`src/include/cip_pkg.sv`:
```
/*
  shared constants of the clocked i/o port: register offsets, command codes,
  fault causes, pin modes and reset values.
  assumes: 32-bit apb with 8-bit byte addresses, one aligned word per register.
*/
package cip_pkg;

  // ==========================================================================
  // register offsets (byte addresses)
  localparam logic [7:0] CIP_OFF_CMD   = 8'h00; // command word, write only
  localparam logic [7:0] CIP_OFF_DOUT  = 8'h04; // output operation / driven value
  localparam logic [7:0] CIP_OFF_DIN   = 8'h08; // input operation
  localparam logic [7:0] CIP_OFF_STAT  = 8'h0C; // configuration and state
  localparam logic [7:0] CIP_OFF_CAUSE = 8'h10; // last fault cause

  // ==========================================================================
  // command word fields
  localparam int unsigned CIP_OP_LSB   = 0;
  localparam int unsigned CIP_ARG_LSB  = 8;
  localparam int unsigned CIP_INIT_LSB = 16;

  // ==========================================================================
  // command codes
  typedef enum logic [7:0] {
    CIP_OP_ENABLE     = 8'h01,
    CIP_OP_DISABLE    = 8'h02,
    CIP_OP_CFG_IN     = 8'h03,
    CIP_OP_CFG_OUT    = 8'h04,
    CIP_OP_CFG_IN_SS  = 8'h05,
    CIP_OP_CFG_OUT_SS = 8'h06,
    CIP_OP_CLK_OUT    = 8'h07,
    CIP_OP_NO_SDLY    = 8'h08,
    CIP_OP_SDLY       = 8'h09,
    CIP_OP_ATTACH_CLK = 8'h0A,
    CIP_OP_BIND_RDY   = 8'h0B,
    CIP_OP_MODE_DATA  = 8'h0C,
    CIP_OP_MODE_CLK   = 8'h0D,
    CIP_OP_MODE_RDY   = 8'h0E,
    CIP_OP_DRIVE      = 8'h0F,
    CIP_OP_DRIVE_LOW  = 8'h10,
    CIP_OP_PULL_UP    = 8'h11,
    CIP_OP_PULL_DOWN  = 8'h12,
    CIP_OP_PULL_NONE  = 8'h13,
    CIP_OP_SET_ROLE   = 8'h14
  } cip_op_t;

  // role argument of the port control write
  localparam logic [7:0] CIP_ROLE_MASTER_VALUE = 8'h01;

  // ==========================================================================
  // fault causes
  typedef enum logic [2:0] {
    CIP_C_NONE     = 3'h0,
    CIP_C_DISABLED = 3'h1,
    CIP_C_WIDTH    = 3'h2,
    CIP_C_NO_PU    = 3'h3,
    CIP_C_NO_PD    = 3'h4,
    CIP_C_BAD_OP   = 3'h5
  } cip_cause_t;

  // ==========================================================================
  // pin modes
  typedef enum logic [1:0] {
    CIP_PM_DATA  = 2'h0,
    CIP_PM_CLOCK = 2'h1,
    CIP_PM_READY = 2'h2
  } cip_pmode_t;

  // ==========================================================================
  // reset values and counts
  localparam logic      CIP_RST_ENABLED = 1'b0;
  localparam int unsigned CIP_HALF_DIV  = 4;   // ref_clk cycles per port clock half

endpackage : cip_pkg

```
`src/cip_edge.sv`:
```
/*
  port clock source: internal divider or external clock pin, delivering
  the port clock level and one-cycle rise and fall enables.
  assumes: ext_clk_pin is asynchronous to ref_clk and much slower.
*/
`timescale 1ns/1ps
module cip_edge
  import cip_pkg::*;
#(
  parameter int unsigned HALF_DIV = CIP_HALF_DIV
)(
  input  wire logic ref_clk,     // system clock
  input  wire logic rst_n,       // sync reset, active low
  input  wire logic use_ext,     // 1: take edges from the pin
  input  wire logic ext_clk_pin, // external clock pin
  output logic      port_clk,    // port clock level
  output logic      rise_en,     // one-cycle rising edge pulse
  output logic      fall_en      // one-cycle falling edge pulse
);

  localparam int unsigned CW = (HALF_DIV > 1) ? $clog2(HALF_DIV) : 1;
  localparam logic [CW-1:0] CNT_LAST = CW'(HALF_DIV - 1);

  typedef struct packed {
    logic [CW-1:0] cnt;
    logic          lvl;
    logic          sync1;
    logic          sync2;
    logic          prev;
  } cip_edge_st_t;

  cip_edge_st_t s;
  cip_edge_st_t next_s;
  logic         wrap;

  // ==========================================================================
  // divider and pin synchroniser
  always_comb
  begin
    next_s       = s;
    wrap         = (s.cnt == CNT_LAST);
    next_s.cnt   = wrap ? '0 : CW'(s.cnt + 1'b1);
    next_s.lvl   = wrap ? ~s.lvl : s.lvl;
    next_s.sync1 = ext_clk_pin;
    next_s.sync2 = s.sync1;
    next_s.prev  = s.sync2;
  end

  always_ff @(posedge ref_clk)
  begin
    if (!rst_n)
      s <= '0;
    else
      s <= next_s;
  end

  // edge pulses; only the second and third stages are looked at
  assign port_clk = use_ext ? s.sync2 : s.lvl;
  assign rise_en  = use_ext ? (s.sync2 & ~s.prev) : (wrap & ~s.lvl);
  assign fall_en  = use_ext ? (~s.sync2 & s.prev) : (wrap & s.lvl);

endmodule : cip_edge

```
`src/cip_pad.sv`:
```
/*
  pad stage of the port: input synchronisers and the output driver with
  data, clock and ready pin modes, normal and drive-low modes.
  assumes: the bench resolves the wire from pin_out, pin_oe and the device's own value.
*/
`timescale 1ns/1ps
module cip_pad
  import cip_pkg::*;
#(
  parameter int unsigned W = 4
)(
  input  wire logic         ref_clk,     // system clock
  input  wire logic         rst_n,       // sync reset, active low
  input  wire logic         enabled,     // port turned on
  input  wire logic         dir_out,     // port drives its pins
  input  wire logic         drive_low,   // open-drain style drive
  input  wire cip_pmode_t   pmode,       // pin mode
  input  wire logic [W-1:0] out_val,     // data to drive
  input  wire logic         port_clk,    // attached clock level
  input  wire logic         bound_rdy,   // ready-out of the bound port
  input  wire logic [W-1:0] pin_in,      // raw pin levels
  input  wire logic         rdy_pin,     // raw ready-in pin
  output logic [W-1:0]      pin_in_s,    // synchronised pins
  output logic              rdy_in_s,    // synchronised ready-in
  output logic [W-1:0]      pin_out,     // pin output value
  output logic [W-1:0]      pin_oe       // pin output enable
);

  typedef struct packed {
    logic [W-1:0] p1;
    logic [W-1:0] p2;
    logic         r1;
    logic         r2;
  } cip_pad_st_t;

  cip_pad_st_t s;
  cip_pad_st_t next_s;
  logic        drv_bit;
  logic        single;

  // ==========================================================================
  // two-stage synchronisers
  always_comb
  begin
    next_s    = s;
    next_s.p1 = pin_in;
    next_s.p2 = s.p1;
    next_s.r1 = rdy_pin;
    next_s.r2 = s.r1;
  end

  always_ff @(posedge ref_clk)
  begin
    if (!rst_n)
      s <= '0;
    else
      s <= next_s;
  end

  assign pin_in_s = s.p2;
  assign rdy_in_s = s.r2;

  // ==========================================================================
  // driver: clock and ready modes only reach a single-bit port
  assign single  = (pmode != CIP_PM_DATA);
  assign drv_bit = (pmode == CIP_PM_CLOCK) ? port_clk : bound_rdy; // RULE14 RULE15

  always_comb
  begin
    pin_out = '0;
    pin_oe  = '0;
    if (enabled && single)
    begin
      pin_out[0] = drv_bit;
      pin_oe[0]  = 1'b1;
    end
    else if (enabled && dir_out && drive_low)
    begin
      pin_oe = ~out_val; // RULE17
    end
    else if (enabled && dir_out)
    begin
      pin_out = out_val; // RULE13 RULE16
      pin_oe  = '1;
    end
  end

endmodule : cip_pad

```
`src/cip_port.sv`:
```
/*
  configurable clocked i/o port with apb register access: command decode,
  strobed and plain transfers, direction turnaround, faults.
  assumes: apb master on ref_clk; pins and external clock asynchronous.
*/
// The APB interface to the registers and the register offsets were decided locally.
`timescale 1ns/1ps

// What this block does
// [RULE1] ready-in gated output faults if the ready-in source is wider than one bit
// [RULE2] gated output keeps driving the initial value until a new output
// [RULE3] ready-in sampled on sample edge; drive on falling edge after high sample
// [RULE4] input sampled on rising edge, on falling edge with sample delay
// [RULE5] plain input is default; an output switches direction at next fall
// [RULE6] plain output drives at next fall and holds each word one cycle
// [RULE7] an input on an output port turns it round after the held period
// [RULE8] clock output needs a single-bit port, else fault
// [RULE9] the attached clock times both sampling and driving
// [RULE10] binding a ready-out source needs a one-bit port, else fault; the code checks the width in the argument, not the port width W
// [RULE11] enabling sets default state, also when already enabled
// [RULE12] disabling twice does nothing; any use while off faults
// [RULE13] data pin mode is default and outputs set the pins
// [RULE14] clock pin mode drives the clock, single bit only
// [RULE15] ready pin mode drives the bound ready-out, single bit only
// [RULE16] normal drive is default and clears the pulls
// [RULE17] drive-low drives zeros only and enables the variant's pull
// [RULE18] pull-up makes undriven read 1, sets drive-low; faults without pull-ups
// [RULE19] pull-down makes undriven read 0, sets drive-low; faults without pull-downs
// [RULE20] disabling pulls returns to normal drive
// [RULE21] master or slave role set by port control write
// [RULE22] strobed slave input samples only where ready-in is high
// [RULE23] faults give a one-cycle pulse with cause and leave config unchanged
module cip_port
  import cip_pkg::*;
#(
  parameter int unsigned W        = 4,            // port width, 1 to 16
  parameter int unsigned HALF_DIV = CIP_HALF_DIV, // internal port clock divide
  parameter bit          HAS_PU   = 1'b1          // 1: pull-up variant, 0: pull-down
)(
  input  wire logic         ref_clk,     // system clock, 200 MHz
  input  wire logic         rst_n,       // sync reset, active low
  input  wire logic         psel,        // apb select
  input  wire logic         penable,     // apb enable
  input  wire logic         pwrite,      // apb direction
  input  wire logic [7:0]   paddr,       // apb byte address
  input  wire logic [31:0]  pwdata,      // apb write data
  output logic [31:0]       prdata,      // apb read data
  output logic              pready,      // apb ready
  output logic              pslverr,     // apb error
  input  wire logic [W-1:0] pin_in,      // pin levels
  output logic [W-1:0]      pin_out,     // pin drive value
  output logic [W-1:0]      pin_oe,      // pin drive enable
  input  wire logic         rdy_in_pin,  // ready-in pin
  input  wire logic         ext_clk_pin, // external clock pin
  input  wire logic         bound_rdy,   // ready-out of the port bound here
  output logic              ready_out,   // this port's ready-out
  output logic              pull_up,     // pull-up enable
  output logic              pull_down,   // pull-down enable
  output logic              fault,       // one-cycle fault pulse
  output cip_cause_t        fault_cause  // cause of the fault pulse
);

  typedef struct packed {
    logic         enabled;
    logic         dir_out;
    logic         strobed;
    logic         sample_fall;
    logic         clk_ext;
    cip_pmode_t   pmode;
    logic         drive_low;
    logic         pu;
    logic         pd;
    logic         master;
    logic         rdy_bound;
    logic         pend;
    logic         sw_in;
    logic         rdy_seen;
    logic         rdy_out;
    logic [W-1:0] out_val;
    logic [W-1:0] pend_val;
    logic [W-1:0] in_data;
    logic         in_valid;
    logic         flt;
    cip_cause_t   cause;
    cip_cause_t   last_cause;
  } cip_port_st_t;

  localparam cip_port_st_t ST_RST = '{
    enabled: CIP_RST_ENABLED, pmode: CIP_PM_DATA, cause: CIP_C_NONE,
    last_cause: CIP_C_NONE, default: '0};

  cip_port_st_t s;
  cip_port_st_t next_s;
  logic         port_clk;
  logic         rise_en;
  logic         fall_en;
  logic [W-1:0] pin_in_s;
  logic         rdy_in_s;
  logic         acc;
  logic         wr;
  logic         rd;
  logic         sample;
  logic         stall;
  logic         mapped;
  cip_op_t      op;
  logic [7:0]   arg;
  logic [W-1:0] init_val;
  cip_cause_t   fc;

  // ==========================================================================
  // port clock and pads
  cip_edge #(
    .HALF_DIV (HALF_DIV)
  ) u_edge (
    .ref_clk     (ref_clk),
    .rst_n       (rst_n),
    .use_ext     (s.clk_ext),
    .ext_clk_pin (ext_clk_pin),
    .port_clk    (port_clk),
    .rise_en     (rise_en),
    .fall_en     (fall_en)
  );

  cip_pad #(
    .W (W)
  ) u_pad (
    .ref_clk   (ref_clk),
    .rst_n     (rst_n),
    .enabled   (s.enabled),
    .dir_out   (s.dir_out),
    .drive_low (s.drive_low),
    .pmode     (s.pmode),
    .out_val   (s.out_val),
    .port_clk  (port_clk),
    .bound_rdy (bound_rdy),
    .pin_in    (pin_in),
    .rdy_pin   (rdy_in_pin),
    .pin_in_s  (pin_in_s),
    .rdy_in_s  (rdy_in_s),
    .pin_out   (pin_out),
    .pin_oe    (pin_oe)
  );

  // ==========================================================================
  // apb decode; a second output waits while one is still pending
  assign acc      = psel & penable;
  assign stall    = pwrite & (paddr == CIP_OFF_DOUT) & s.enabled & s.pend;
  assign pready   = ~stall;
  assign wr       = acc & pwrite & pready;
  assign rd       = acc & ~pwrite;
  assign op       = cip_op_t'(pwdata[CIP_OP_LSB +: 8]);
  assign arg      = pwdata[CIP_ARG_LSB +: 8];
  assign init_val = pwdata[CIP_INIT_LSB +: W];
  assign mapped   = (paddr == CIP_OFF_CMD) | (paddr == CIP_OFF_DOUT) | (paddr == CIP_OFF_DIN)
                  | (paddr == CIP_OFF_STAT) | (paddr == CIP_OFF_CAUSE);
  assign sample   = s.sample_fall ? fall_en : rise_en; // RULE4 RULE9

  // ==========================================================================
  // next state: read side effects, port timing, then writes
  always_comb
  begin
    next_s     = s;
    next_s.flt = 1'b0;
    fc         = CIP_C_NONE;
    // input operation: consume data, turn an output port round
    if (rd && paddr == CIP_OFF_DIN)
    begin
      if (!s.enabled)
        fc = CIP_C_DISABLED; // RULE12
      else
      begin
        next_s.in_valid = 1'b0;
        if (s.dir_out || s.pend)
          next_s.sw_in = 1'b1; // RULE7
      end
    end
    if (s.enabled && sample)
    begin
      next_s.rdy_seen = rdy_in_s; // RULE3
      if (!s.dir_out && (!s.strobed || rdy_in_s))
      begin
        next_s.in_data  = pin_in_s; // RULE5 RULE22
        next_s.in_valid = 1'b1;
      end
    end
    if (s.enabled && fall_en)
    begin
      next_s.rdy_out = 1'b0;
      if (s.pend && (!s.strobed || s.rdy_seen))
      begin
        next_s.out_val = s.pend_val; // RULE3 RULE6
        next_s.pend    = 1'b0;
        next_s.dir_out = 1'b1; // RULE5
        next_s.rdy_out = 1'b1;
      end
      else if (s.sw_in && !s.pend)
      begin
        next_s.dir_out = 1'b0; // RULE7
        next_s.sw_in   = 1'b0;
      end
    end
    // output operation
    if (wr && paddr == CIP_OFF_DOUT)
    begin
      if (!s.enabled)
        fc = CIP_C_DISABLED; // RULE12
      else
      begin
        next_s.pend     = 1'b1;
        next_s.pend_val = pwdata[W-1:0];
        next_s.sw_in    = 1'b0;
      end
    end
    // port control write
    if (wr && paddr == CIP_OFF_CMD)
    begin
      if (op == CIP_OP_ENABLE)
      begin
        next_s         = ST_RST; // RULE11
        next_s.enabled = 1'b1;
      end
      else if (op == CIP_OP_DISABLE)
        next_s.enabled = 1'b0; // RULE12
      else if (!s.enabled)
        fc = CIP_C_DISABLED; // RULE12
      else
      begin
        unique case (op)
          CIP_OP_CFG_IN:
          begin
            next_s.dir_out = 1'b0;
            next_s.strobed = 1'b0;
            next_s.pend    = 1'b0;
          end
          CIP_OP_CFG_OUT:
          begin
            next_s.dir_out = 1'b1;
            next_s.strobed = 1'b0;
            next_s.pend    = 1'b0;
            next_s.out_val = init_val;
          end
          CIP_OP_CFG_IN_SS, CIP_OP_CFG_OUT_SS:
          begin
            if (arg > 8'h01)
              fc = CIP_C_WIDTH; // RULE1
            else
            begin
              next_s.dir_out = (op == CIP_OP_CFG_OUT_SS);
              next_s.strobed = 1'b1;
              next_s.pend    = 1'b0;
              next_s.sw_in   = 1'b0;
              if (op == CIP_OP_CFG_OUT_SS)
                next_s.out_val = init_val; // RULE2
            end
          end
          CIP_OP_CLK_OUT, CIP_OP_MODE_CLK:
          begin
            if (W > 1)
              fc = CIP_C_WIDTH; // RULE8 RULE14
            else
              next_s.pmode = CIP_PM_CLOCK;
          end
          CIP_OP_MODE_RDY:
          begin
            if (W > 1)
              fc = CIP_C_WIDTH; // RULE15
            else
              next_s.pmode = CIP_PM_READY;
          end
          CIP_OP_MODE_DATA: next_s.pmode = CIP_PM_DATA; // RULE13
          CIP_OP_NO_SDLY:   next_s.sample_fall = 1'b0; // RULE4
          CIP_OP_SDLY:      next_s.sample_fall = 1'b1;
          CIP_OP_ATTACH_CLK: next_s.clk_ext = arg[0]; // RULE9
          CIP_OP_BIND_RDY:
          begin
            if (arg > 8'h01)
              fc = CIP_C_WIDTH; // RULE10
            else
              next_s.rdy_bound = 1'b1;
          end
          CIP_OP_DRIVE, CIP_OP_PULL_NONE:
          begin
            next_s.drive_low = 1'b0; // RULE16 RULE20
            next_s.pu        = 1'b0;
            next_s.pd        = 1'b0;
          end
          CIP_OP_DRIVE_LOW:
          begin
            next_s.drive_low = 1'b1; // RULE17
            next_s.pu        = HAS_PU;
            next_s.pd        = ~HAS_PU;
          end
          CIP_OP_PULL_UP:
          begin
            if (!HAS_PU)
              fc = CIP_C_NO_PU; // RULE18
            else
            begin
              next_s.pu        = 1'b1;
              next_s.pd        = 1'b0;
              next_s.drive_low = 1'b1;
            end
          end
          CIP_OP_PULL_DOWN:
          begin
            if (HAS_PU)
              fc = CIP_C_NO_PD; // RULE19
            else
            begin
              next_s.pd        = 1'b1;
              next_s.pu        = 1'b0;
              next_s.drive_low = 1'b1;
            end
          end
          CIP_OP_SET_ROLE: next_s.master = (arg == CIP_ROLE_MASTER_VALUE); // RULE21
          default: fc = CIP_C_BAD_OP;
        endcase
      end
    end
    if (fc != CIP_C_NONE)
    begin
      next_s.flt        = 1'b1; // RULE23
      next_s.cause      = fc;
      next_s.last_cause = fc;
    end
  end

  always_ff @(posedge ref_clk)
  begin
    if (!rst_n)
      s <= ST_RST;
    else
      s <= next_s;
  end

  // ==========================================================================
  // apb read mux and outputs
  always_comb
  begin
    prdata = '0;
    unique case (paddr)
      CIP_OFF_DOUT:  prdata[W-1:0] = s.out_val;
      CIP_OFF_DIN:   prdata[W-1:0] = s.in_data;
      CIP_OFF_STAT:  prdata[15:0]  = {s.in_valid, s.pend, s.sw_in, s.rdy_bound, s.master,
                                      s.pd, s.pu, s.drive_low, s.pmode, s.clk_ext,
                                      s.sample_fall, s.strobed, s.dir_out, s.enabled, 1'b0};
      CIP_OFF_CAUSE: prdata[2:0]   = s.last_cause;
      default:       prdata = '0;
    endcase
  end

  assign pslverr     = acc & pready & (~mapped | (fc != CIP_C_NONE));
  assign ready_out   = s.rdy_out & s.rdy_bound; // RULE10
  assign pull_up     = s.enabled & s.pu; // RULE18
  assign pull_down   = s.enabled & s.pd; // RULE19
  assign fault       = s.flt;
  assign fault_cause = s.cause;

  logic cmd_wr;
  assign cmd_wr = wr & (paddr == CIP_OFF_CMD);
endmodule : cip_port

```
`config.mk`:
```
export PLATFORM = sky130hd
export DESIGN_NAME = cip_port
export DESIGN_NICKNAME = d
export VERILOG_FILES = /design/src/include/cip_pkg.sv /design/src/cip_edge.sv /design/src/cip_pad.sv /design/src/cip_port.sv
export SDC_FILE = /design/constraint.sdc
export NUM_CORES = 1
export LEC_CHECK = 0
export CORE_MARGIN = 8
export CORE_UTILIZATION = 45
export CTS_BUF_LIST = sky130_fd_sc_hd__clkbuf_8
export DETAILED_ROUTE_END_ITERATION = 16
export DONT_BUFFER_PORTS = 1
export GPL_TIMING_DRIVEN = 0
export HOLD_SLACK_MARGIN = 0.05
export SYNTH_ARGS = -nofsm -noshare
export SYNTH_HDL_FRONTEND = slang
export SYNTH_HIERARCHICAL = 1
export SYNTH_SLANG_ARGS = --single-unit
```
`constraint.sdc`:
```
create_clock -name ref_clk -period 2.8 [get_ports ref_clk]
set_clock_uncertainty 0.05 [all_clocks]
set_input_delay 0.28 -clock ref_clk [delete_from_list [all_inputs] [get_ports ref_clk]]
set_output_delay 0.28 -clock ref_clk [all_outputs]
set_load 0.01 [all_outputs]
```
[After elaboration in Yosys (flattened, before gate mapping)]
Cells that the tools add are included.
Cells by class
  $add $sub $neg: 1
  multipliers: 0
  div/mod/pow operators: 0
  order comparisons: 1
  equal/unequal tests: 30
  shifts and indexed selects: 0
  multiplexer cells: 73
  bitwise logic cells: 29
  reduce and logical (&&, ||, !) cells: 48
Operators with widths (count)
  8-bit by 4-bit equality test with 1-bit output (second input constant): 10
  8-bit by 5-bit equality test with 1-bit output (second input constant): 6
  4-bit two-way mux: 11
  8-bit by 3-bit equality test with 1-bit output (second input constant): 5
  35-bit two-way mux: 1
  1-bit two-way mux: 28
  13-bit two-way mux: 2
  3-bit two-way mux: 8
  3-bit one-hot mux with 4 select lines: 2
  5-bit two-way mux: 4
  4-bit AND reduction: 5
  2-bit nonzero test: 9
  1-bit AND: 16
  8-bit by 1-bit equality test with 1-bit output (second input constant): 2
  8-bit by 2-bit equality test with 1-bit output (second input constant): 2
  16-bit two-way mux: 1
  14-bit two-way mux: 1
  2-bit two-way mux: 7
  12-bit two-way mux: 1
  1-bit logical AND: 11
  11-bit OR reduction: 1
  5-bit AND reduction: 2
  2-bit OR reduction: 5
  3-bit nonzero test: 3
  21 further kinds: 39
Word-level totals
  register bits after elaboration: 52
  latch bits: 0
  memory bits (writable): 0
  bits in read-only memories: 0
  input port bits: 52
  output and inout port bits: 49
  memories: 0

[Logic depth before layout (Yosys ltp)]
Gate-level depths: netlist of the first run.
  word-level depth: 17
  mapped depth: 8
  depth with buffers taken out: 8

[Cells and area by module]
Netlist of the first run, hierarchy kept.
By module, submodules not included
  cip_port: instances 1, cells an instance 284, area an instance 2258.4 sq um, sequential area each 580.6 sq um
  cip_pad: instances 1, cells an instance 34, area an instance 376.6 sq um, sequential area each 200.2 sq um
  cip_edge: instances 1, cells an instance 21, area an instance 231.5 sq um, sequential area each 120.1 sq um

[Worst setup path after synthesis of the first run]
No wires, ideal clock.
  path kind: input port to output port
  from: input paddr[0]
  to: output pslverr
  data arrival time: 1.942 ns
  data required time: 2.470 ns
  setup slack: 0.528 ns
  stages: 6
  cells stage by stage: or4_4 > or3_1 > buf_6 > nor2_1 > o211ai_1 > a31oi_1
Between the ends
  word-level cells in the longest chain between the ends: 17
  elaborated cells on any way between the ends: 31
Ends and longest elaborated chain
  start, declared: RTL line cip_port.sv:45  | input wire logic [7:0] paddr,
  8-bit by 3-bit equality test with 1-bit output: RTL line cip_port.sv:147, cip_port.sv:154, cip_port.sv:203
  1-bit AND (3 in series): RTL line cip_port.sv:147  | assign stall = pwrite & (paddr == CIP_OFF_DOUT) & s.enabled & s.pend;
  1-bit inverter: RTL line cip_port.sv:148  | assign pready = ~stall;
  1-bit AND: RTL line cip_port.sv:149  | assign wr = acc & pwrite & pready;
  1-bit logical AND: RTL line cip_port.sv:203  | if (wr && paddr == CIP_OFF_DOUT)
  3-bit two-way mux: RTL line cip_port.sv:203
  3-bit two-way mux: RTL line cip_port.sv:244, cip_port.sv:276
  3-bit one-hot mux with 4 select lines: RTL line cip_port.sv:228  | unique case (op)
  3-bit two-way mux: RTL line cip_port.sv:224  | else if (!s.enabled)
  3-bit two-way mux: RTL line cip_port.sv:222  | else if (op == CIP_OP_DISABLE)
  3-bit two-way mux: RTL line cip_port.sv:217  | if (op == CIP_OP_ENABLE)
  3-bit two-way mux: RTL line cip_port.sv:215  | if (wr && paddr == CIP_OFF_CMD)
  3-bit nonzero test: RTL line cip_port.sv:352  | assign pslverr = acc & pready & (~mapped | (fc != CIP_C_NONE));
  1-bit bitwise OR: RTL line cip_port.sv:352
  1-bit AND *: RTL line cip_port.sv:352
  end, declared: RTL line cip_port.sv:49  | output logic pslverr,
Every way passes the cells marked *; elsewhere a longest branch is shown, timed or not.

[Final worst setup path of the first run]
  from: input pwdata[4]
  to: output pslverr
Between the ends
  word-level cells in the longest chain between the ends: 10
  elaborated cells on any way between the ends: 31
Ends and longest elaborated chain
  start, declared: RTL line cip_port.sv:46  | input wire logic [31:0] pwdata,
  8-bit by 5-bit equality test with 1-bit output (tied with other cells): RTL line cip_port.sv:228
  11-bit OR reduction (no source line) or 3-bit OR reduction (tied branches)
  3-bit one-hot mux with 4 select lines: RTL line cip_port.sv:228
  3-bit two-way mux: RTL line cip_port.sv:224
  3-bit two-way mux: RTL line cip_port.sv:222
  3-bit two-way mux *: RTL line cip_port.sv:217
  3-bit two-way mux *: RTL line cip_port.sv:215
  3-bit nonzero test *: RTL line cip_port.sv:352
  1-bit bitwise OR *: RTL line cip_port.sv:352
  1-bit AND *: RTL line cip_port.sv:352
Marks and branches as above.

==> metrics.md, run 1 <==
| Metric | Value |
|---|---|
| Mapped Area | `0.00287 mm²` |
| Post-CTS setup buffer count | `0` |
| Max Slew Vio Count | `0` |
| Finished Core Util | `52.0%` |
| Peak Freq | `391 MHz` |
| Unrepaired setup endpoints after global routing | `false` |
| Clk root buf | `clkbuf_8` |
| Synth unique cells | `72` |
| Rows | `29` |
| Sw Share | `23.7%` |
| Starting Density | `45.9%` |
| Post-synth top area share | `31.4%` |
| Total global-route track usage | `17.2%` |
| Final hold slack | `55.1 ps` |
| Synth top area cells | `dfxtp_1, buf_4, mux2i_1` |
| Clock sinks | `45` |
| DIE HEIGHT | `95.8 µm` |
| PwrDens | `407 mW/mm²` |
| Clock network fraction of total power | `38.6%` |
| Reg power frac | `49.7%` |
| CTS buffer count | `5` |
| GRT Residual Overflow | `0` |
| Part of the cycle the worst path needs | `91.3%` |
| Core Footprint | `0.00624 mm²` |
| ANT cells | `0` |
| Int Power | `1.01 mW` |
| Pleak | `1.24 nW` |
| Dominant cell type by area after synthesis | `dfxtp_1` |
| CP startpoint kind | `input port` |
| CTS HTree Levels | `2` |
| WS Path Type | `input port to output pin` |
| Drt first pass iters | `4` |
| DIE WIDTH | `95.8 µm` |
| I/O Buffers | `0` |
| Synthesized area per cell | `8.46 µm²` |
| Antenna violations before repair | `0` |
| Final setup viols | `0` |
| HP Class | `input port to register` |
| Area Growth Syn to Fin | `13.3%` |
| Hold Fails Final Rpt | `0` |
| Fill count | `633` |
| Critical Path RT | `2470 ps` |
| Avg WL per Cell | `17.7 µm` |
| Critical path, cell by cell | `buf_6 -> nor4_2 -> o21ai_0 -> o22ai_1 -> o211ai_1 -> a31oi_1` |
| Gate power share | `11.7%` |
| Most frequent cells in the layout | `dfxtp_1, conb_1, and2_1` |
| First-pass GRT wire length | `12600 µm` |
| Placed cells | `442` |
| Async set-reset flop share out of synthesis | `0%` |
| Worst VDD drop | `0.329 mV` |
| Worst-path cell with the longest stage delay | `nor4_2` |
| Via count | `2607` |
| Crit. End Element | `output pin` |
| Worst-path clk slew | `90 ps` |
| TritonCTS clock tree | `yes` |
| Worst Tran Pin Value | `873 ps` |
| Hpwl dp | `6160 µm` |
| Final min period | `2560 ps` |
| DR vias/cell | `5.72` |
| DRT iter0 DRCs | `193` |
| Final WL | `8070 µm` |
| Commonest non-fill, non-tap cell in the layout | `dfxtp_1` |
| Max-cap check violation count | `0` |
| Routed Antenna Nets | `0` |
| Predominant post-synthesis flop cell | `dfxtp_1` |
| Share of layout cells above drive strength 1 | `16.9%` |
| Pin count of the biggest net entering global routing | `20` |
| Cells after synthesis | `339` |
| Max stage delay on crit path | `760 ps` |
| Worst-Skew Late Latency | `290 ps` |
| Setup_tns | `0 ps` |
| Final #Nets | `431` |
| Status | `finished clean` |
| Yosys reg bits | `45` |
| Place WS | `84.1 ps` |
| I/O pin count | `101` |
| Vias in the first global route | `2461` |
| Area of the die | `0.00918 mm²` |
| Synth warn | `6` |
| Worst path arrival time | `2230 ps` |
| Post-synthesis sequential area ratio | `31.4%` |
| Slew HR | `41.3%` |
| GPL Wtd Cong | `0.894` |
| Net switching power | `0.313 mW` |
| DRC violations left | `0` |
| CP max FO | `10` |
| Layout Cells excl Fill | `456` |
| CTS max path bufs | `2` |
| EDFF count, synth | `0` |
| Worst Setup Slack, final | `244 ps` |
-- area by class of cell --
| cell class | instances | area [µm²] | share of cell area (%) |
|---|---|---|---|
| buffer | 42 | 265 | 8.17 |
| clock buffer | 6 | 82.6 | 2.54 |
| clock inverter | 2 | 37.5 | 1.16 |
| inverter | 4 | 16.3 | 0.501 |
| multi-input combinational | 274 | 1790 | 55.1 |
| sequential | 45 | 901 | 27.7 |
| tap | 77 | 96.3 | 2.97 |
| timing repair buffer | 6 | 60.1 | 1.85 |
-- cell families (layout without fill, tap and decap cells) --
kind of cell	Yosys count	in the layout	share of synthesized area, %
AO/OA/AOI/OAI	78	78	18.3
adder cells (fa/ha/maj)	1	1	0.436
flip-flops	45	45	31.4
AND/OR/NAND/NOR	145	145	31.7
XOR/XNOR	2	2	0.611
other	1	27	0.131
multiplexers	21	21	7.64
buffers and inverters	46	60	9.73
-- final timing paths --
check                            startpoint                 to  slack [ps]  depth (start not counted)
worst max-delay path              pwdata[4]            pslverr         240                          6
worst min-delay path                  rst_n  u_pad/pin_in_s[0]          60                          1
worst max register to register        s[35]              s[11]         470                          6
worst min register to register  u_edge/s[4]        u_edge/s[4]         380                          1
-- routing by layer --
layer,up-vias,part of all wire (%),GRT usage (%)
met5,-,0,0
met2,128,41,26.7
met4,0,1.6,5.38
met1,1199,45,22.5
met3,13,12,4.91
li1,1267,-,-
-- power by group through the flow --
stage | logic (mW) | registers, mW | clock network (mW)
after floorplan | 0.120 | 0.671 | 0
after global placement | 0.142 | 0.672 | 0
after detailed placement | 0.143 | 0.672 | 0
after CTS | 0.149 | 0.657 | 0.523
after global routing | 0.171 | 0.659 | 0.553
final | 0.155 | 0.657 | 0.510
-- per-stage QoR --
| stage | instance area, µm² | power (mW) |
|---|---|---|
| 2_1_floorplan | 2960 | 0.791 |
| 3_3_place_gp | 3060 | 0.814 |
| 3_5_place_dp | 3060 | 0.816 |
| 4_1_cts | 3220 | 1.33 |
| 5_1_grt | 3250 | 1.38 |
| 6_report | 3250 | 1.32 |
-- state kept, by name, indices dropped and copies added, names as in the netlist --
signal / count
u_pad/pin_in_s: 4
s: 25
u_pad/next_s: 5
u_edge/s: 4
fault_cause: 3
u_pad/rdy_in_s: 1
u_edge/next_s: 2
fault: 1
-- cell usage after synthesis, types with 5 or more instances --
| library cell | number |
|---|---|
| a21oi_1 | 22 |
| a22oi_1 | 5 |
| and2_1 | 25 |
| buf_4 | 24 |
| clkbuf_1 | 15 |
| dfxtp_1 | 45 |
| mux2i_1 | 17 |
| nand2_1 | 21 |
| nand2b_1 | 6 |
| nand3_1 | 8 |
| nor2_1 | 14 |
| nor2b_1 | 8 |
| nor3_1 | 11 |
| nor4_1 | 5 |
| o21ai_0 | 9 |
| o2bb2ai_1 | 5 |
-- critical path: cells and delay by family --
kind | cells | cell delay, ps
compound gates | 4 | 1080
buf+inv | 1 | 110
simple gates | 1 | 760
-- repair_timing --
item	CTS	global route
setup endpoints to repair	1	6
gates resized for setup	1	3
endpoints found under the hold margin	4	3
hold buffers	4	2
cloned	0	0
pin swaps	0	0
Note: power is estimated with default switching activity, not from simulation.
==> run 2: changes to the inputs <==
Settings changed: ABC_AREA set to 1.
==> metrics.md, run 2 <==
| Metric | Value |
|---|---|
| Reg power frac | `56.7% (was 49.7%)` |
| Commonest non-fill, non-tap cell in the layout | `nand2_1 (was dfxtp_1)` |
| Hold path depth | `2 (was 1)` |
| Starting Density | `47.0% (was 45.9%)` |
| Synth top area cells | `dfxtp_1, nand2_1, inv_1 (was dfxtp_1, buf_4, mux2i_1)` |
| Fill count | `625 (was 633)` |
| Predominant post-synthesis flop cell | `dfxtp_1 (unchanged)` |
| I/O pin count | `101 (unchanged)` |
| Buffers plus inverters on the worst setup path | `1 (unchanged)` |
| Gate power share | `10.4% (was 11.7%)` |
| Int Power | `0.871 mW (was 1.01 mW)` |
| GPL Wtd Cong | `0.875 (was 0.894)` |
| R2R depth | `9 (was 6)` |
| Final WL | `7180 µm (was 8070 µm)` |
| Hpwl dp | `5860 µm (was 6160 µm)` |
| ANT cells | `0 (unchanged)` |
| Worst-Skew Late Latency | `290 ps (about the same)` |
| Area Growth Syn to Fin | `12.3% (was 13.3%)` |
| Share of layout cells above drive strength 1 | `14.0% (was 16.9%)` |
| Synth unique cells | `39 (was 72)` |
| Final hold slack | `67.6 ps (was 55.1 ps)` |
| Clock sinks | `45 (unchanged)` |
| CP startpoint kind | `register (was input port)` |
| Clock network fraction of total power | `32.9% (was 38.6%)` |
| CP max FO | `12 (was 10)` |
| Clk root buf | `clkbuf_8 (unchanged)` |
| GRT Residual Overflow | `0 (unchanged)` |
| Crit path from | `s[35] (was pwdata[4])` |
| Unrepaired setup endpoints after global routing | `false (unchanged)` |
| Yosys reg bits | `45 (unchanged)` |
| DIE HEIGHT | `94.9 µm (was 95.8 µm)` |
| Antenna violations before repair | `0 (unchanged)` |
| Synth warn | `6 (unchanged)` |
| Reg2reg setup slack | `730 ps (was 470 ps)` |
| Worst-path cell with the longest stage delay | `dfxtp_1 (was nor4_2)` |
| Worst r2r src | `s[35] (unchanged)` |
| HP Class | `input port to register (unchanged)` |
| Routed Antenna Nets | `0 (unchanged)` |
| Mapped Area | `0.00280 mm² (was 0.00287 mm²)` |
| Cts repair resizes | `0 (was 1)` |
| Max stage delay on crit path | `580 ps (was 760 ps)` |
| Drt first pass iters | `4 (unchanged)` |
| Final setup viols | `0 (unchanged)` |
| Cells after synthesis | `429 (was 339)` |
| Worst-path clk slew | `80 ps (was 90 ps)` |
| Vias in the first global route | `2556 (was 2461)` |
| Total global-route track usage | `16.5% (was 17.2%)` |
| DR vias/cell | `4.75 (was 5.72)` |
| First-pass GRT wire length | `12000 µm (was 12600 µm)` |
| Most frequent cell after synthesis | `nand2_1 (was dfxtp_1)` |
| Setup_tns | `0 ps (unchanged)` |
| RR Endpoint | `s[14] (was s[11])` |
| CTS max path bufs | `2 (unchanged)` |
| Via count | `2588 (was 2607)` |
| Net switching power | `0.288 mW (was 0.313 mW)` |
| Area of the die | `0.00901 mm² (was 0.00918 mm²)` |
| Peak Freq | `410 MHz (was 391 MHz)` |
| DRC violations left | `0 (unchanged)` |
| Final #Nets | `522 (was 431)` |
| Sw Share | `24.8% (was 23.7%)` |
| CTS buffer count | `5 (unchanged)` |
| Number of flip-flops in the largest register | `25 (unchanged)` |
| Worst VDD drop | `0.222 mV (was 0.329 mV)` |
| Post-synth top area share | `32.2% (was 31.4%)` |
| Crit path depth | `9 (was 6)` |
| Rows | `28 (was 29)` |
| Critical Path RT | `2470 ps (about the same)` |
| Critical path, cell by cell | `nand3_1 -> nand3b_1 -> nand3_2 -> inv_2 -> nand2_2 -> o21bai_4 -> nand2_1 -> nor2_1 -> nor2_1 (was buf_6 -> nor4_2 -> o21ai_0 -> o22ai_1 -> o211ai_1 -> a31oi_1)` |
| Part of the cycle the worst path needs | `87.2% (was 91.3%)` |
| Post-synthesis sequential area ratio | `32.2% (was 31.4%)` |
| Async set-reset flop share out of synthesis | `0% (unchanged)` |
| Final min period | `2440 ps (was 2560 ps)` |
| Avg WL per Cell | `13.2 µm (was 17.7 µm)` |
| Dominant cell type by area after synthesis | `dfxtp_1 (unchanged)` |
| TritonCTS clock tree | `yes (unchanged)` |
| CTS HTree Levels | `2 (unchanged)` |
| Largest register by flop count | `s (unchanged)` |
| Top cell by count, worst path | `nor2_1` |
| DIE WIDTH | `94.9 µm (was 95.8 µm)` |
| Pin count of the biggest net entering global routing | `14 (was 20)` |
| Synth top cells by count | `nand2_1, inv_1, dfxtp_1 (was dfxtp_1, and2_1, buf_4)` |
| I/O Buffers | `0 (unchanged)` |
| Core Footprint | `0.00596 mm² (was 0.00624 mm²)` |
| Crit path capture | `pslverr (unchanged)` |
| Synthesized area per cell | `6.53 µm² (was 8.46 µm²)` |
| Status | `finished clean (unchanged)` |
| Pleak | `1.51 nW (was 1.24 nW)` |
| Hold Fails Final Rpt | `0 (unchanged)` |
| Most frequent cells in the layout | `nand2_1, inv_1, dfxtp_1 (was dfxtp_1, conb_1, and2_1)` |
| Max-cap check violation count | `0 (unchanged)` |
| Max Slew Vio Count | `0 (unchanged)` |
| DRT iter0 DRCs | `144 (was 193)` |
| Worst path arrival time | `2110 ps (was 2230 ps)` |
| WS Path Type | `register to output pin (was input port to output pin)` |
| CP top delay family | `simple AND/OR/NAND/NOR gates (was compound AO/OA/AOI/OAI gates)` |
| EDFF count, synth | `0 (unchanged)` |
| Crit. End Element | `output pin (unchanged)` |
| PwrDens | `368 mW/mm² (was 407 mW/mm²)` |
-- run 2: cell types whose count changed after synthesis, moves of 17 or more --
cell	previous run	this run
and2_1	25	0
nor2_1	14	42
mux2i_1	17	0
inv_1	2	79
nand2_1	21	90
-- run 2: kinds of logic after synthesis --
logic type	synth area share, %
other cells	0.134
fa+ha+maj	0.447
compound gates	15.9
flops	32.2
simple gates	32.9
buf+inv	18.4
-- run 2: power groups by stage --
stage	combinational, mW	clock [mW]	sequential (mW)
2_1_floorplan	0.0968	0	0.671
3_3_place_gp	0.107	0	0.672
3_5_place_dp	0.109	0	0.673
4_1_cts	0.119	0.398	0.658
5_1_grt	0.139	0.426	0.659
6_report	0.121	0.381	0.657
-- run 2: area by class of cell --
type	count	area (µm²)	area share, %
Inverter	84	315	10.0
Timing Repair Buffer	7	70.1	2.23
Buffer	27	200	6.36
Tap cell	75	93.8	2.98
Sequential cell	45	901	28.6
Multi-Input combinational cell	299	1480	47.1
Clock inverter	3	15.0	0.477
Clock buffer	5	68.8	2.19
-- run 2: layer usage --
layer / share of wire [%] / routed length (µm) / vias up / global-route usage [%]
li1: - / - / 1387 / -
met1: 48 / 3420 / 1108 / 21.7
met2: 43 / 3080 / 86 / 26.1
met3: 8.4 / 601 / 7 / 4.37
met4: 1.1 / 82 / 0 / 4.42
met5: 0 / 0 / - / 0
-- run 2: worst min path at each step --
stage / slack [ps] / end / from
after CTS: 60 / u_edge/s[3] / rst_n
final: 70 / u_edge/s[3] / rst_n
after global routing: 70 / u_edge/s[3] / rst_n
after global placement: 330 / u_edge/next_s[1] / rst_n
after detailed placement: 330 / u_pad/next_s[0] / rdy_in_pin
after floorplan: 320 / u_edge/next_s[0] / rst_n
-- run 2: what timing repair did --
item                      in CTS  in global routing
hold buffers                   7                  0
hold endpoints to repair       9                  0
buffers inserted               0                  0
-- run 2: stage by stage --
| step | setup WS, ps | util, % | instances | cell area, µm² | power [mW] |
|---|---|---|---|---|---|
| floorplan | 1000 | - | 455 | 2900 | 0.768 |
| global placement | 665 | 50.3 | 530 | 2990 | 0.780 |
| detailed placement | 666 | 50.3 | 530 | 2990 | 0.782 |
| CTS | 339 | 52.8 | 545 | 3150 | 1.17 |
| global route | 143 | 52.8 | 545 | 3150 | 1.22 |
| finish | 360 | 52.8 | 545 | 3150 | 1.16 |
==> run 3: changes to the inputs <==
Settings changed: SETUP_SLACK_MARGIN set to 0.4.
==> metrics.md, run 3 (same netlist as run 2, synthesis figures left out) <==
| Metric | Value |
|---|---|
| Status | `finished clean (unchanged)` |
| Post-CTS setup buffer count | `0 (unchanged)` |
| Rows | `28 (unchanged)` |
| CTS HTree Levels | `2 (unchanged)` |
| Placed cell areas | `0.00299 mm² (unchanged)` |
| Antenna violations before repair | `0 (unchanged)` |
| Final instance area | `0.00316 mm² (was 0.00315 mm²)` |
| Routed Antenna Nets | `0 (unchanged)` |
| Crit. End Element | `output pin (unchanged)` |
| Number of flip-flops in the largest register | `25 (unchanged)` |
| GPL Wtd Cong | `0.875 (unchanged)` |
| PwrDens | `366 mW/mm² (was 368 mW/mm²)` |
| Clock sinks | `45 (unchanged)` |
| Max Slew Vio Count | `0 (unchanged)` |
| Total global-route track usage | `16.5% (unchanged)` |
| Vias in the first global route | `2556 (unchanged)` |
| Part of the cycle the worst path needs | `79.2% (was 87.2%)` |
| Drt first pass iters | `4 (unchanged)` |
| First-pass GRT wire length | `12000 µm (unchanged)` |
| Pleak | `1.51 nW (about the same)` |
| Worst path arrival time | `1890 ps (was 2110 ps)` |
| Area Growth Syn to Fin | `12.8% (was 12.3%)` |
| Layout Cells excl Fill | `545 (unchanged)` |
| Clk root buf | `clkbuf_8 (unchanged)` |
| Avg WL per Cell | `13.1 µm (was 13.2 µm)` |
| CP max FO | `12 (unchanged)` |
| DIE WIDTH | `94.9 µm (unchanged)` |
| Finished Core Util | `53.0% (was 52.8%)` |
| Multi-input gate area | `0.00149 mm² (was 0.00148 mm²)` |
| TritonCTS clock tree | `yes (unchanged)` |
| Final #Nets | `522 (unchanged)` |
| Final setup viols | `0 (unchanged)` |
| Starting Density | `47.0% (unchanged)` |
| Core Footprint | `0.00596 mm² (unchanged)` |
| Critical Path RT | `2470 ps (about the same)` |
| Final min period | `2220 ps (was 2440 ps)` |
| ANT cells | `0 (unchanged)` |
| Pin count of the biggest net entering global routing | `14 (unchanged)` |
| Commonest non-fill, non-tap cell in the layout | `nand2_1 (unchanged)` |
| GRT Residual Overflow | `0 (unchanged)` |
| Hold Fails Final Rpt | `0 (unchanged)` |
| Share of layout cells above drive strength 1 | `14.5% (was 14.0%)` |
| DRT iter0 DRCs | `146 (was 144)` |
| Area of the die | `0.00901 mm² (unchanged)` |
| CP startpoint kind | `register (unchanged)` |
| Largest register by flop count | `s (unchanged)` |
| Placed cells | `530 (unchanged)` |
| Max-cap check violation count | `0 (unchanged)` |
| Worst-Skew Late Latency | `290 ps (about the same)` |
| WS Path Type | `register to output pin (unchanged)` |
| HP Class | `input port to register (unchanged)` |
| CTS buffer count | `5 (unchanged)` |
| Peak Freq | `451 MHz (was 410 MHz)` |
| Setup_tns | `0 ps (unchanged)` |
| Unrepaired setup endpoints after global routing | `false (unchanged)` |
| Worst-path clk slew | `80 ps (about the same)` |
| Most frequent cells in the layout | `nand2_1, inv_1, dfxtp_1 (unchanged)` |
| I/O Buffers | `0 (unchanged)` |
| Hpwl dp | `5860 µm (unchanged)` |
| FF/Latch Area | `906 µm² (was 901 µm²)` |
| Via count | `2580 (was 2588)` |
| I/O pin count | `101 (unchanged)` |
| DIE HEIGHT | `94.9 µm (unchanged)` |
| CTS max path bufs | `2 (unchanged)` |
| Worst VDD drop | `0.222 mV (about the same)` |
| DR vias/cell | `4.73 (was 4.75)` |
| Fill count | `622 (was 625)` |
| Final WL | `7170 µm (was 7180 µm)` |
| DRC violations left | `0 (unchanged)` |
-- run 3: cell counts in the layout (fill, tap and decap cells not counted) --
No cell type changed its count.
-- run 3: worst max-delay path: stages, from the launching register on --
cell,delay (ps)
dfxtp_4,390
nand3_1,90
nand3b_1,240
nand3_4,160
inv_2,120
nand2_2,60
o21bai_4,190
nand2_1,100
nor2_1,50
nor2_1,200
-- run 3: repair_timing --
item | CTS | global route
setup endpoints to repair | 1 | 1
pin swaps | 0 | 0
hold buffers | 7 | 0
gates resized for setup | 1 | 3
endpoints found under the hold margin | 9 | 0
-- run 3: power breakdown --
part	total, mW	internal, mW	switching [mW]
combinational	0.121	0.0494	0.0715
sequential	0.656	0.652	0.00480
clock	0.380	0.169	0.211
total	1.16	0.871	0.287
-- run 3: final cells by class --
class	instances	share of cell area (%)
Clock buffer	5	2.18
Sequential cell	45	28.7
Buffer	27	6.34
Inverter	84	9.98
Tap cell	75	2.97
Clock inverter	3	0.475
Multi-Input combinational cell	299	47.2
Timing Repair Buffer	7	2.22
-- run 3: final timing paths --
path,slack [ps],endpoint,cells past startpoint,from
max,580,pslverr,9,s[35]
min,70,u_edge/s[3],2,rst_n
max reg2reg,1000,s[14],9,s[35]
min reg2reg,360,u_pad/pin_in_s[0],2,u_pad/next_s[2]
-- run 3: through the flow --
step	power [mW]	hold slack [ps]	worst slack (ps)
6_report	1.16	68.5	583
3_5_place_dp	0.782	328	666
5_1_grt	1.22	66.1	423
3_3_place_gp	0.780	327	665
4_1_cts	1.17	58.5	496
2_1_floorplan	0.768	323	1000
-- run 3: routing by layer --
layer  track usage [%]  wire length (µm)  up-vias
met4              4.42                69        0
li1                  -                 -     1388
met3              4.37               642        6
met5                 0                 0        -
met1              21.7              3370     1103
met2              26.1              3080       83
